`src/logic/gdm_map.vh`:
```
// Constants for the gas detector mode controller.
`ifndef GDM_MAP_VH
`define GDM_MAP_VH
// Register offsets (byte addresses, word aligned).
`define GDM_ADDR_W          4
`define GDM_OFF_CTRL        4'h0
`define GDM_OFF_SETPT       4'h4
`define GDM_OFF_CONC        4'h8
`define GDM_OFF_STAT        4'hC
// Control register fields.
`define GDM_CTRL_LATCH_BIT  0
`define GDM_CTRL_FAULT_BIT  1
`define GDM_CTRL_PWRF_BIT   2
`define GDM_CTRL_RRST_BIT   3
`define GDM_CTRL_RREN_BIT   4
`define GDM_CTRL_CALX_BIT   5
`define GDM_CTRL_F0MA_BIT   6
`define GDM_CTRL_RESET      7'h00
// Setpoint register reset values (percent of range).
`define GDM_LOW_SP_RESET    8'h14
`define GDM_HIGH_SP_RESET   8'h32
// Mode codes.
`define GDM_MODE_PROT       3'h0
`define GDM_MODE_LOW        3'h1
`define GDM_MODE_HIGH       3'h2
`define GDM_MODE_FAULT      3'h3
`define GDM_MODE_CAL        3'h4
// Display brightness codes.
`define GDM_BRT_DIM         2'h0
`define GDM_BRT_HALF        2'h1
`define GDM_BRT_FULL        2'h2
// Loop current codes in tenths of a milliamp.
`define GDM_LOOP_0MA        8'h00
`define GDM_LOOP_2MA        8'h14
`define GDM_LOOP_4MA        8'h28
`define GDM_LOOP_SPAN       8'hA0
// Times in milliseconds and the clock rate in kHz.
`define GDM_CLK_KHZ         50000
`define GDM_VIEW_MS         1000
`define GDM_SHOW_MS         8000
`define GDM_HOLD_MS         5000
`define GDM_IDLE_MS         5000
`define GDM_DEB_MS          20
`define GDM_TICK_MS         1
`define GDM_FAST_BLINK_MS   125
`define GDM_SLOW_BLINK_MS   2000
`define GDM_SLOW_ON_MS      100
`endif

```
`src/logic/gdm_mode_ctrl.v`:
```
// Mode controller for a combustible gas detector with an Avalon-MM register slave.
`timescale 1ns/1ps
`include "gdm_map.vh"

// Behaviour
// - Short key press then release: full brightness, show setpoints about eight seconds.
// - Five seconds held shows hold message; five more arms calibration, entered on release.
// - Key sensed at activation position raises display brightness immediately.
// - Exactly five modes: protection, low, high, fault, calibration.
// - Protection: backlight dimmed, green power LED lit with occasional blink.
// - Protection: relays in normal state, loop output at 4.0 mA.
// - Key activation in protection: full brightness, show low then high setpoints.
// - Gas below low setpoint: show concentration at half brightness.
// - Gas above zero raises loop current in proportion to concentration.
// - At low setpoint: flash screen, flash low LED, energise low relay.
// - Non-latching low: below setpoint stop flashing, stay full bright until zero.
// - Latching low keeps flashing until a key activation cancels it.
// - Optional remote reset also cancels a latched low alarm.
// - Zero gas with nothing pending: half brightness, back to protection.
// - At high setpoint: flash high LED, energise high relay, low keeps flashing.
// - High alarm always latched until key activation or remote reset.
// - Fault: flash screen with fault message, flash yellow LED unless power failing.
// - Fault: loop output 2.0 mA or 0.0 mA, fault relay changes state.
// - Calibration: loop at 4.0 mA, alarms suppressed, alarm relays off.
// - Calibration held until completed, cancelled or aborted.
// - Display dims after five seconds without user activity.
// - High alarm flashing persists until below high setpoint and reset given.
module gdm_mode_ctrl #(
  parameter DEB_CYC   = (`GDM_DEB_MS * `GDM_CLK_KHZ),
  parameter TICK_CYC  = (`GDM_TICK_MS * `GDM_CLK_KHZ),
  parameter VIEW_MS   = `GDM_VIEW_MS,
  parameter SHOW_MS   = `GDM_SHOW_MS,
  parameter HOLD_MS   = `GDM_HOLD_MS,
  parameter IDLE_MS   = `GDM_IDLE_MS
) (
  input  wire        sys_clk,
  input  wire        rst_n,
  input  wire        clk_en,
  input  wire [3:0]  avs_address,
  input  wire        avs_read,
  input  wire        avs_write,
  input  wire [31:0] avs_writedata,
  input  wire [3:0]  avs_byteenable,
  output reg  [31:0] avs_readdata,
  output reg         avs_waitrequest,
  input  wire        magnet_key_input,
  input  wire        remote_reset_in,
  output reg  [2:0]  mode_reg,
  output reg  [1:0]  brightness_reg,
  output reg         screen_flash_reg,
  output reg         show_setpoints_reg,
  output reg         show_hold_msg_reg,
  output reg         show_fault_msg_reg,
  output reg         power_led_reg,
  output reg         low_led_reg,
  output reg         high_led_reg,
  output reg         fault_led_reg,
  output reg         low_relay_reg,
  output reg         high_relay_reg,
  output reg         fault_relay_reg,
  output reg  [7:0]  loop_current_reg
);

  localparam [31:0] MS_FAST = `GDM_FAST_BLINK_MS;
  localparam [31:0] MS_SLOW = `GDM_SLOW_BLINK_MS;
  localparam [31:0] MS_SLON = `GDM_SLOW_ON_MS;

  // Key state machine codes.
  localparam [2:0] K_IDLE = 3'h0;
  localparam [2:0] K_PRESS = 3'h1;
  localparam [2:0] K_HOLD = 3'h2;
  localparam [2:0] K_ARMED = 3'h3;
  localparam [2:0] K_SHOW = 3'h4;

  // Software registers, then internal state.
  reg  [6:0]  ctrl_reg;
  reg  [7:0]  low_sp_reg;
  reg  [7:0]  high_sp_reg;
  reg  [7:0]  conc_reg;
  reg         rr_meta_reg;
  reg         rr_sync_reg;
  reg         rr_prev_reg;
  reg         key_meta_reg;
  reg         key_sync_reg;
  reg         key_deb_reg;
  reg  [31:0] deb_cnt_reg;
  reg  [31:0] tick_cnt_reg;
  reg         tick_reg;
  reg  [2:0]  key_st_reg;
  reg  [31:0] key_ms_reg;
  reg  [31:0] idle_ms_reg;
  reg  [31:0] fast_ms_reg;
  reg  [31:0] slow_ms_reg;
  reg         low_latch_reg;
  reg         high_latch_reg;
  reg         gas_seen_reg;
  reg         cal_req_reg;

  wire        wr_hit   = avs_write & ~avs_waitrequest;
  // The tick is gone by the time the view count reaches zero, so the cancel must not wait for it.
  wire        key_act  = (key_st_reg == K_SHOW) & (key_ms_reg == 32'h0);
  wire        rr_edge  = rr_sync_reg & ~rr_prev_reg & ctrl_reg[`GDM_CTRL_RREN_BIT];
  wire        sw_rr    = wr_hit & (avs_address == `GDM_OFF_CTRL) & avs_byteenable[0] &
                         avs_writedata[`GDM_CTRL_RRST_BIT];
  wire        cancel   = key_act | rr_edge | sw_rr;
  wire        in_cal   = cal_req_reg;
  wire        fault_on = ctrl_reg[`GDM_CTRL_FAULT_BIT] | ctrl_reg[`GDM_CTRL_PWRF_BIT];
  wire        at_low   = (conc_reg >= low_sp_reg);
  wire        at_high  = (conc_reg >= high_sp_reg);
  wire        fast_blk = (fast_ms_reg < (MS_FAST >> 1));
  wire        slow_blk = (slow_ms_reg >= MS_SLON);
  wire [15:0] scaled   = conc_reg * `GDM_LOOP_SPAN;

  // Avalon slave: one wait cycle per access, then answer; unmapped reads give zero.
  always @(posedge sys_clk or negedge rst_n) begin
    if (!rst_n) begin
      avs_waitrequest <= 1'b1;
      avs_readdata    <= 32'h0;
      ctrl_reg        <= `GDM_CTRL_RESET;
      low_sp_reg      <= `GDM_LOW_SP_RESET;
      high_sp_reg     <= `GDM_HIGH_SP_RESET;
      conc_reg        <= 8'h00;
    end else if (clk_en) begin
      avs_waitrequest <= ~((avs_read | avs_write) & avs_waitrequest);
      // The remote reset bit is a pulse and self clears; calibration exit likewise.
      ctrl_reg[`GDM_CTRL_RRST_BIT] <= 1'b0;
      ctrl_reg[`GDM_CTRL_CALX_BIT] <= 1'b0;
      if (wr_hit && avs_byteenable[0]) begin
        case (avs_address)
          `GDM_OFF_CTRL:  ctrl_reg <= avs_writedata[6:0];
          `GDM_OFF_SETPT: begin
            low_sp_reg  <= avs_writedata[7:0];
          end
          `GDM_OFF_CONC:  conc_reg <= avs_writedata[7:0];
          default: ;
        endcase
      end
      if (wr_hit && avs_byteenable[1] && avs_address == `GDM_OFF_SETPT) begin
        high_sp_reg <= avs_writedata[15:8];
      end
      if (avs_read && avs_waitrequest) begin
        case (avs_address)
          `GDM_OFF_CTRL:  avs_readdata <= {25'h0, ctrl_reg};
          `GDM_OFF_SETPT: avs_readdata <= {16'h0, high_sp_reg, low_sp_reg};
          `GDM_OFF_CONC:  avs_readdata <= {24'h0, conc_reg};
          `GDM_OFF_STAT:  avs_readdata <= {20'h0, low_latch_reg, high_latch_reg, key_deb_reg,
                                           brightness_reg, screen_flash_reg, key_st_reg, mode_reg};
          default:        avs_readdata <= 32'h0;
        endcase
      end
    end
  end

  // Input synchronisers for the key and the remote reset pin.
  always @(posedge sys_clk or negedge rst_n) begin
    if (!rst_n) begin
      key_meta_reg <= 1'b0;
      key_sync_reg <= 1'b0;
      rr_meta_reg  <= 1'b0;
      rr_sync_reg  <= 1'b0;
      rr_prev_reg  <= 1'b0;
    end else if (clk_en) begin
      key_meta_reg <= magnet_key_input;
      key_sync_reg <= key_meta_reg;
      rr_meta_reg  <= remote_reset_in;
      rr_sync_reg  <= rr_meta_reg;
      rr_prev_reg  <= rr_sync_reg;
    end
  end

  // Debounce key level.
  // The filtered level only follows after the input has been stable for DEB_CYC cycles.
  always @(posedge sys_clk or negedge rst_n) begin
    if (!rst_n) begin
      key_deb_reg <= 1'b0;
      deb_cnt_reg <= 32'h0;
    end else if (clk_en) begin
      if (key_sync_reg == key_deb_reg) begin
        deb_cnt_reg <= 32'h0;
      end else if (deb_cnt_reg >= DEB_CYC - 1) begin
        key_deb_reg <= key_sync_reg;
        deb_cnt_reg <= 32'h0;
      end else begin
        deb_cnt_reg <= deb_cnt_reg + 32'h1;
      end
    end
  end

  // Millisecond tick shared by the key, idle and blink timers; the debounce counter counts clocks.
  always @(posedge sys_clk or negedge rst_n) begin
    if (!rst_n) begin
      tick_cnt_reg <= 32'h0;
      tick_reg     <= 1'b0;
    end else if (clk_en) begin
      tick_reg <= (tick_cnt_reg >= TICK_CYC - 1);
      if (tick_cnt_reg >= TICK_CYC - 1) begin
        tick_cnt_reg <= 32'h0;
      end else begin
        tick_cnt_reg <= tick_cnt_reg + 32'h1;
      end
    end
  end

  // Blink phase counters for fast alarm flashing and the slow power blink.
  always @(posedge sys_clk or negedge rst_n) begin
    if (!rst_n) begin
      fast_ms_reg <= 32'h0;
      slow_ms_reg <= 32'h0;
    end else if (clk_en && tick_reg) begin
      fast_ms_reg <= (fast_ms_reg >= MS_FAST - 1) ? 32'h0 : fast_ms_reg + 32'h1;
      slow_ms_reg <= (slow_ms_reg >= MS_SLOW - 1) ? 32'h0 : slow_ms_reg + 32'h1;
    end
  end

  // Key sequencer: press, long hold, armed for calibration, or showing setpoints.
  // Release ends hold.
  // Actions fire on release, never while held, so a long hold cannot also view setpoints.
  always @(posedge sys_clk or negedge rst_n) begin
    if (!rst_n) begin
      key_st_reg  <= K_IDLE;
      key_ms_reg  <= 32'h0;
      cal_req_reg <= 1'b0;
    end else if (clk_en) begin
      if (cal_req_reg && ctrl_reg[`GDM_CTRL_CALX_BIT]) begin
        cal_req_reg <= 1'b0;
      end
      case (key_st_reg)
        K_IDLE: begin
          key_ms_reg <= 32'h0;
          if (key_deb_reg && !cal_req_reg) begin
            key_st_reg <= K_PRESS;
          end
        end
        K_PRESS: begin
          if (tick_reg) begin
            key_ms_reg <= key_ms_reg + 32'h1;
          end
          if (!key_deb_reg) begin
            key_st_reg <= K_SHOW;
            key_ms_reg <= SHOW_MS;
          end else if (key_ms_reg >= HOLD_MS) begin
            key_st_reg <= K_HOLD;
            key_ms_reg <= 32'h0;
          end
        end
        K_HOLD: begin
          if (tick_reg) begin
            key_ms_reg <= key_ms_reg + 32'h1;
          end
          if (!key_deb_reg) begin
            key_st_reg <= K_IDLE;
          end else if (key_ms_reg >= HOLD_MS) begin
            key_st_reg <= K_ARMED;
          end
        end
        K_ARMED: begin
          if (!key_deb_reg) begin
            key_st_reg  <= K_IDLE;
            cal_req_reg <= 1'b1;
          end
        end
        K_SHOW: begin
          if (key_ms_reg == 32'h0) begin
            key_st_reg <= K_IDLE;
          end else if (tick_reg) begin
            key_ms_reg <= key_ms_reg - 32'h1;
          end
        end
        default: key_st_reg <= K_IDLE;
      endcase
    end
  end

  // Alarm latches; a new trip wins over a cancel in the same cycle.
  always @(posedge sys_clk or negedge rst_n) begin
    if (!rst_n) begin
      low_latch_reg  <= 1'b0;
      high_latch_reg <= 1'b0;
      gas_seen_reg   <= 1'b0;
    end else if (clk_en) begin
      if (in_cal) begin
        low_latch_reg  <= 1'b0;
        high_latch_reg <= 1'b0;
      end else begin
        // Latched low cleared by key or remote.
        if (at_low) begin
          low_latch_reg <= 1'b1;
        end else if (cancel || !ctrl_reg[`GDM_CTRL_LATCH_BIT]) begin
          low_latch_reg <= 1'b0;
        end
        // High only cleared below setpoint with a reset.
        if (at_high) begin
          high_latch_reg <= 1'b1;
        end else if (cancel) begin
          high_latch_reg <= 1'b0;
        end
      end
      if (conc_reg == 8'h00) begin
        gas_seen_reg <= 1'b0;
      end else if (at_low) begin
        gas_seen_reg <= 1'b1;
      end
    end
  end

  // Inactivity timer for energy saving.
  always @(posedge sys_clk or negedge rst_n) begin
    if (!rst_n) begin
      idle_ms_reg <= 32'h0;
    end else if (clk_en) begin
      if (key_deb_reg || key_st_reg != K_IDLE) begin
        idle_ms_reg <= 32'h0;
      end else if (tick_reg && idle_ms_reg < IDLE_MS) begin
        idle_ms_reg <= idle_ms_reg + 32'h1;
      end
    end
  end

  // Output stage: mode priority is calibration, fault, high, low, then protection.
  // Five mode codes.
  always @(posedge sys_clk or negedge rst_n) begin
    if (!rst_n) begin
      mode_reg           <= `GDM_MODE_PROT;
      brightness_reg     <= `GDM_BRT_DIM;
      screen_flash_reg   <= 1'b0;
      show_setpoints_reg <= 1'b0;
      show_hold_msg_reg  <= 1'b0;
      show_fault_msg_reg <= 1'b0;
      power_led_reg      <= 1'b0;
      low_led_reg        <= 1'b0;
      high_led_reg       <= 1'b0;
      fault_led_reg      <= 1'b0;
      low_relay_reg      <= 1'b0;
      high_relay_reg     <= 1'b0;
      fault_relay_reg    <= 1'b0;
      loop_current_reg   <= `GDM_LOOP_4MA;
    end else if (clk_en) begin
      show_setpoints_reg <= (key_st_reg == K_SHOW);
      show_hold_msg_reg  <= (key_st_reg == K_HOLD) | (key_st_reg == K_ARMED);
      power_led_reg      <= slow_blk;
      show_fault_msg_reg <= 1'b0;
      fault_led_reg      <= 1'b0;
      fault_relay_reg    <= fault_on & ~in_cal;
      if (in_cal) begin
        mode_reg         <= `GDM_MODE_CAL;
        screen_flash_reg <= 1'b0;
        low_led_reg      <= 1'b0;
        high_led_reg     <= 1'b0;
        low_relay_reg    <= 1'b0;
        high_relay_reg   <= 1'b0;
        loop_current_reg <= `GDM_LOOP_4MA;
        brightness_reg   <= `GDM_BRT_FULL;
      end else if (fault_on) begin
        mode_reg           <= `GDM_MODE_FAULT;
        screen_flash_reg   <= fast_blk;
        show_fault_msg_reg <= fast_blk;
        fault_led_reg      <= fast_blk & ~ctrl_reg[`GDM_CTRL_PWRF_BIT];
        loop_current_reg   <= ctrl_reg[`GDM_CTRL_F0MA_BIT] ? `GDM_LOOP_0MA : `GDM_LOOP_2MA;
        low_led_reg        <= 1'b0;
        high_led_reg       <= 1'b0;
        low_relay_reg      <= low_latch_reg;
        high_relay_reg     <= high_latch_reg;
        brightness_reg     <= `GDM_BRT_FULL;
      end else begin
        mode_reg <= high_latch_reg ? `GDM_MODE_HIGH :
                    low_latch_reg  ? `GDM_MODE_LOW  : `GDM_MODE_PROT;
        screen_flash_reg <= (low_latch_reg | high_latch_reg) & fast_blk;
        low_led_reg      <= (low_latch_reg | high_latch_reg) & fast_blk;
        high_led_reg     <= high_latch_reg & fast_blk;
        low_relay_reg    <= low_latch_reg | high_latch_reg;
        high_relay_reg   <= high_latch_reg;
        // Loop current 4 mA plus concentration share.
        loop_current_reg <= `GDM_LOOP_4MA + scaled[14:7];
        // Key or alarm forces full; idle dims.
        if (key_deb_reg || key_st_reg != K_IDLE || low_latch_reg || high_latch_reg || gas_seen_reg) begin
          brightness_reg <= `GDM_BRT_FULL;
        end else if (conc_reg != 8'h00) begin
          brightness_reg <= `GDM_BRT_HALF;
        end else if (idle_ms_reg >= IDLE_MS) begin
          brightness_reg <= `GDM_BRT_DIM;
        end else begin
          brightness_reg <= `GDM_BRT_HALF;
        end
      end
    end
  end

endmodule

```
`config.mk`:
```
export PLATFORM = sky130hd
export DESIGN_NAME = gdm_mode_ctrl
export DESIGN_NICKNAME = d
export VERILOG_FILES = /design/src/logic/gdm_mode_ctrl.v
export VERILOG_INCLUDE_DIRS = /design/src /design/src/logic
export SDC_FILE = /design/constraint.sdc
export NUM_CORES = 1
export LEC_CHECK = 0
export BUFFER_PORTS_ARGS = -buffer_cell sky130_fd_sc_hd__buf_2
export CAP_MARGIN = 20
export CORE_ASPECT_RATIO = 0.7
export CORE_UTILIZATION = 35
export CTS_CLUSTER_DIAMETER = 150
export DETAILED_ROUTE_END_ITERATION = 10
export PLACE_DENSITY = 0.6
export RECOVER_POWER = 100
export SLEW_MARGIN = 0
export SYNTH_ARGS = -nofsm -noshare
export SYNTH_HDL_FRONTEND = slang
export SYNTH_SLANG_ARGS = --single-unit
```
`constraint.sdc`:
```
create_clock -name sys_clk -period 2.75 [get_ports sys_clk]
set_input_delay 0.1375 -clock sys_clk [delete_from_list [all_inputs] [get_ports sys_clk]]
set_output_delay 0.1375 -clock sys_clk [all_outputs]
set_load 0.01 [all_outputs]
```
Word-level counts from Yosys, hierarchy flattened
Cells that the tools add are included.
W data, S select, Z words.
{ "word_totals": {"ff_bits": 294, "input_bits": 47, "output_inout_bits": 57, "wordCells": 196} }
{ "op_classes": {"addsub": 8, "mul": 1, "order_cmp": 11, "eq_ne": 15, "mux": 60, "n_bitwise": 24, "reduce_logical": 38} }
{ "ops": {"columns": ["op", "count"], "rows": [
  ["$mux W32", 12],
  ["$add A32 B1 Y32 const B", 6],
  ["$pmux W32 S4", 1],
  ["$ge A32 B13 Y1 const B", 2],
  ["$ge A32 B7 Y1 const B", 2],
  ["$pmux W16 S4", 1],
  ["$ge A32 B11 Y1 const B", 1],
  ["$ge A32 B16 Y1 const B", 1],
  ["$ge A32 B20 Y1 const B", 1],
  ["$logic_not A32 Y1", 1],
  ["$lt A32 B13 Y1 const B", 1],
  ["$lt A32 B6 Y1 const B", 1],
  ["$sub A32 B1 Y32 const B", 1],
  ["$mux W1", 27],
  ["$mux W3", 8],
  ["$ge A8 B8 Y1", 2],
  ["$mux W8", 2],
  ["$pmux W3 S5", 1],
  ["$and A1 B1 Y1", 12],
  ["$mux W6", 2],
  ["$reduce_and A2 Y1", 6],
  ["$reduce_and A3 Y1", 4],
  ["$mul A8 B3 Y10 const B", 1],
  ["$mux W2", 5],
  ["other kinds (24)", 56]
]} }

Depth between registers and ports, before layout
{ "logic_depth": {"depth_word": 10, "mapped_depth": 11, "ltp_nobuf": 11} }

Worst setup path after synthesis
Ideal clock, no wire load.
{ "synth_path": {"path_type": "reg2reg", "from": "reg key_ms_reg[29]", "to": "reg key_ms_reg[30]", "setup_ns": 0.082, "t_arrival_ns": 2.341, "required_time_ns": 2.668, "slack_ns": 0.327, "stages_incl_launch_ff": 9, "path_buffers": 2, "synth_period_minus_slack_ns": 2.423, "path_cell_list": "dfrtp_1 > buf_2 > or4_1 > a2111oi_4 > nand4_4 > and2_4 > buf_6 > or3_1 > a31oi_1"} }
{ "synth_via": {"elab_chain_cells": 5, "elab_cells_between_ends": 12, "cone_classes": "2 x add/sub; 1 x order compare; 1 x eq/ne; 6 x mux; 2 x reduce/logical"} }
{ "synth_rtl": {"columns": ["element", "line", "text"], "rows": [
  ["from (decl)", "gdm_mode_ctrl.v:90", "reg [31:0] key_ms_reg;"],
  ["from (signal assigned)", "gdm_mode_ctrl.v:236", "key_ms_reg <= key_ms_reg + 32'h1;"],
  ["from (signal assigned)", "gdm_mode_ctrl.v:248", "key_ms_reg <= key_ms_reg + 32'h1;"],
  ["from (signal assigned)", "gdm_mode_ctrl.v:266", "key_ms_reg <= key_ms_reg - 32'h1;"],
  ["$add A32 B1 Y32", "gdm_mode_ctrl.v:236, gdm_mode_ctrl.v:248", null],
  ["$mux W32", "gdm_mode_ctrl.v:235, gdm_mode_ctrl.v:247", null],
  ["$mux W32", "gdm_mode_ctrl.v:241", "end else if (key_ms_reg >= HOLD_MS) begin"],
  ["$mux W32", "gdm_mode_ctrl.v:238", "if (!key_deb_reg) begin"],
  ["$pmux W32 S4", "gdm_mode_ctrl.v:227", "case (key_st_reg)"]
]} }
Parallel ways exist; a longest one is shown, timed or not. The select of a mux whose other input is x is not followed.
A chain may end at the register's enable or synchronous reset.

Worst setup path in the final report
{ "layout_path": {"from": "reg key_ms_reg[26]", "to": "reg key_ms_reg[30]"} }
The elaborated chain is that of the path after synthesis.

==> flow_summary.json <==
{
  "status": "complete, but fails checks",
  "violations": "capacitance limit, slew limit",
  "grt_max_degree": 83,
  "final_common_cell": "dfrtp_1",
  "gr-total-overflow": 0,
  "cts_root_buf": "clkbuf_16",
  "rsz0062_at_grt": "no",
  "vias": 12300,
  "fin_skew_ps": 16.5,
  "critPathMaxStageDelay_ps": 580,
  "dp_hpwl_um": 27300,
  "wire_per_inst_um": 17.3,
  "io_buffers": 69,
  "drive_gt1_share_pct": 12.1,
  "crit_slowest_cell": "or4_4",
  "clock_latency_ps": 580,
  "ys_ff_latch": 278,
  "antenna_found_initial": 0,
  "ir_worst_vdd_mv": 0.414,
  "cts.sinks": 278,
  "final_cell_mix": "dfrtp_1, nor2_1, nand2_1, o21ai_0, a21oi_1",
  "gp_congestion": 0.910,
  "cp.arrival_ps": 3150,
  "worstSetupEndpointType": "flop",
  "synth_top_area_share_pct": 46.6,
  "coreArea_mm2": 0.0402,
  "die_h_um": 172,
  "finalSetupViolCount": 0,
  "fin_cells": 2244,
  "drtPass1Iterations": 5,
  "maxSlewViolCount": 37,
  "antenna_cells": 0,
  "nFillCells": 3908,
  "finalCritPeriodShare_pct": 96.5,
  "num_rows": 61,
  "syn_inst": 1554,
  "multi_input_area_mm2": 0.00696,
  "clock.fmax_mhz": 377,
  "postSynthAreaPerCell_um2": 9.33,
  "ys_top_cells_by_area": "dfrtp_1, nor2_1, nand2_1, o21ai_0, ha_1",
  "vias_per_cell": 5.48,
  "cts_buffers": 29,
  "synthesis.area_mm2": 0.0145,
  "yosysTopAreaCell": "dfrtp_1",
  "holdWs_ps": 129,
  "drc": 0,
  "synth_edf_count": 0,
  "grt_pass1_wl_um": 62500,
  "synthArstFlopShare_pct": 100,
  "grt_pass1_vias": 11300,
  "tightest_slew_ps": 1510,
  "fin_nets": 1772,
  "drtAntennaViolNets": 0,
  "finalHoldViolations": 0,
  "hold_path_class": "input pin to flop",
  "synth.distinct_cells": 79,
  "synth-seq-area-share_pct": 48.1,
  "regArea_mm2": 0.00697,
  "clock_path_buffers": 3,
  "required_ps": 3250,
  "worst-setup-path-type": "flop to flop",
  "htree_num_levels": 1,
  "io_pins": 104,
  "cp_max_fo": 15,
  "crit_buf_inv": 0,
  "critPathTopFamily": "simple AND/OR/NAND/NOR gates",
  "layout_setup_ws_ps": 95.6,
  "p_leak_nw": 7.79,
  "maxCapViolCount": 1,
  "track_usage_pct": 18.4,
  "cts_tree": "yes",
  "drt_iter0_markers": 1191,
  "cp-start-kind": "flop",
  "areaGrowthSynthToFinish_pct": 16.8,
  "max_slew_margin_pct": -0.976,
  "fin_area_mm2": 0.0169,
  "setup_tns_ps": 0,
  "power_density_mw_per_mm2": 563,
  "crit_chain": "or4_4 > a2111oi_4 > nand4_4 > and2_4 > or3_1 > a31oi_1",
  "power_mw": 9.54,
  "wirelength_um": 38800,
  "fin_crit_ps": 2650,
  "synth_flop_cell": "dfrtp_1",
  "dpl_cell_area_mm2": 0.0158,
  "die_w_um": 245,
  "final_core_util_pct": 42.1,
  "place_inst": 2165,
  "ys_warn_count": 0,
  "die_area_mm2": 0.0422,
  "pre_cts_slack_ps": 64.1,
  "clkSlewWorstSetupHoldPaths_ps": 70,
  "start_util_pct": 36.0
}
cell type report:
cell class                      instances  area share, %
Multi-Input combinational cell       1145           41.1
Timing Repair Buffer                  181           6.96
Clock buffer                           38           4.72
Inverter                               51           1.13
Sequential cell                       278           41.1
Clock inverter                         16           1.02
Tap cell                              535           3.95
logic make-up (layout without fill, tap and decap cells):
group / after synthesis / in the layout / share of synthesized area (%)
AOI/OAI and AO/OA: 367 / 367 / 16.6
xor gates and xnor gates: 60 / 60 / 3.63
adders and majority gates: 39 / 39 / 3.42
buffers and inverters: 146 / 286 / 4.46
DFF: 278 / 278 / 48.1
muxes: 26 / 26 / 1.99
other: 1 / 16 / 0.0259
and+or+nand+nor: 637 / 637 / 21.8
synthesized netlist by cell type (12+ instances only):
master / instances
and3_1: 39
mux2_2: 22
nor2b_1: 34
a22o_1: 20
xor2_1: 26
nand4_1: 33
xnor2_1: 34
and4_1: 13
nand3_1: 45
inv_1: 51
buf_2: 12
dfrtp_1: 270
a21oi_1: 71
nor4_1: 41
clkbuf_1: 61
o21ai_0: 108
nor2_1: 186
a31oi_1: 31
nand2b_1: 14
nand2_1: 149
a221oi_1: 14
buf_4: 16
nor3_1: 34
o31ai_1: 16
ha_1: 38
routing by layer:
metal / GRT usage [%] / up-vias / wire [µm]
li1: - / 5857 / -
met1: 29.6 / 5984 / 19700
met2: 24.5 / 405 / 15400
met3: 3.66 / 59 / 2890
met4: 4.32 / 0 / 868
met5: 0 / - / 0
final timing paths:
check / start / slack (ps) / to / cells after the start
worst max-delay path: key_ms_reg[26] / 100 / key_ms_reg[30] / 6
worst min-delay path: clk_en / 130 / loop_current_reg[3] / 4
worst max register to register: key_ms_reg[26] / 100 / key_ms_reg[30] / 6
worst min register to register: avs_readdata[3] / 480 / avs_readdata[3] / 2
max in group asynchronous: rst_n / 450 / high_led_reg / 3
min in group asynchronous: rst_n / 480 / fast_ms_reg[29] / 2
power by group:
part           switching [mW]  internal, mW  leakage, nW
logic                   0.573         0.356         3.56
clock network            1.72          2.33        0.471
registers               0.234          4.32         3.75
tightest hold or removal path: cells and delay by family:
kind	cells	cell delay (ps)
buf+inv	2	360
simple gates	1	120
compound gates	1	50
repair_timing:
action	CTS	global route
endpoints found under the hold margin	205	0
hold buffers	22	0
resized for setup	0	5
setup buffers	0	2
setup endpoints to repair	0	21
Power figures use the tool's default switching activity.
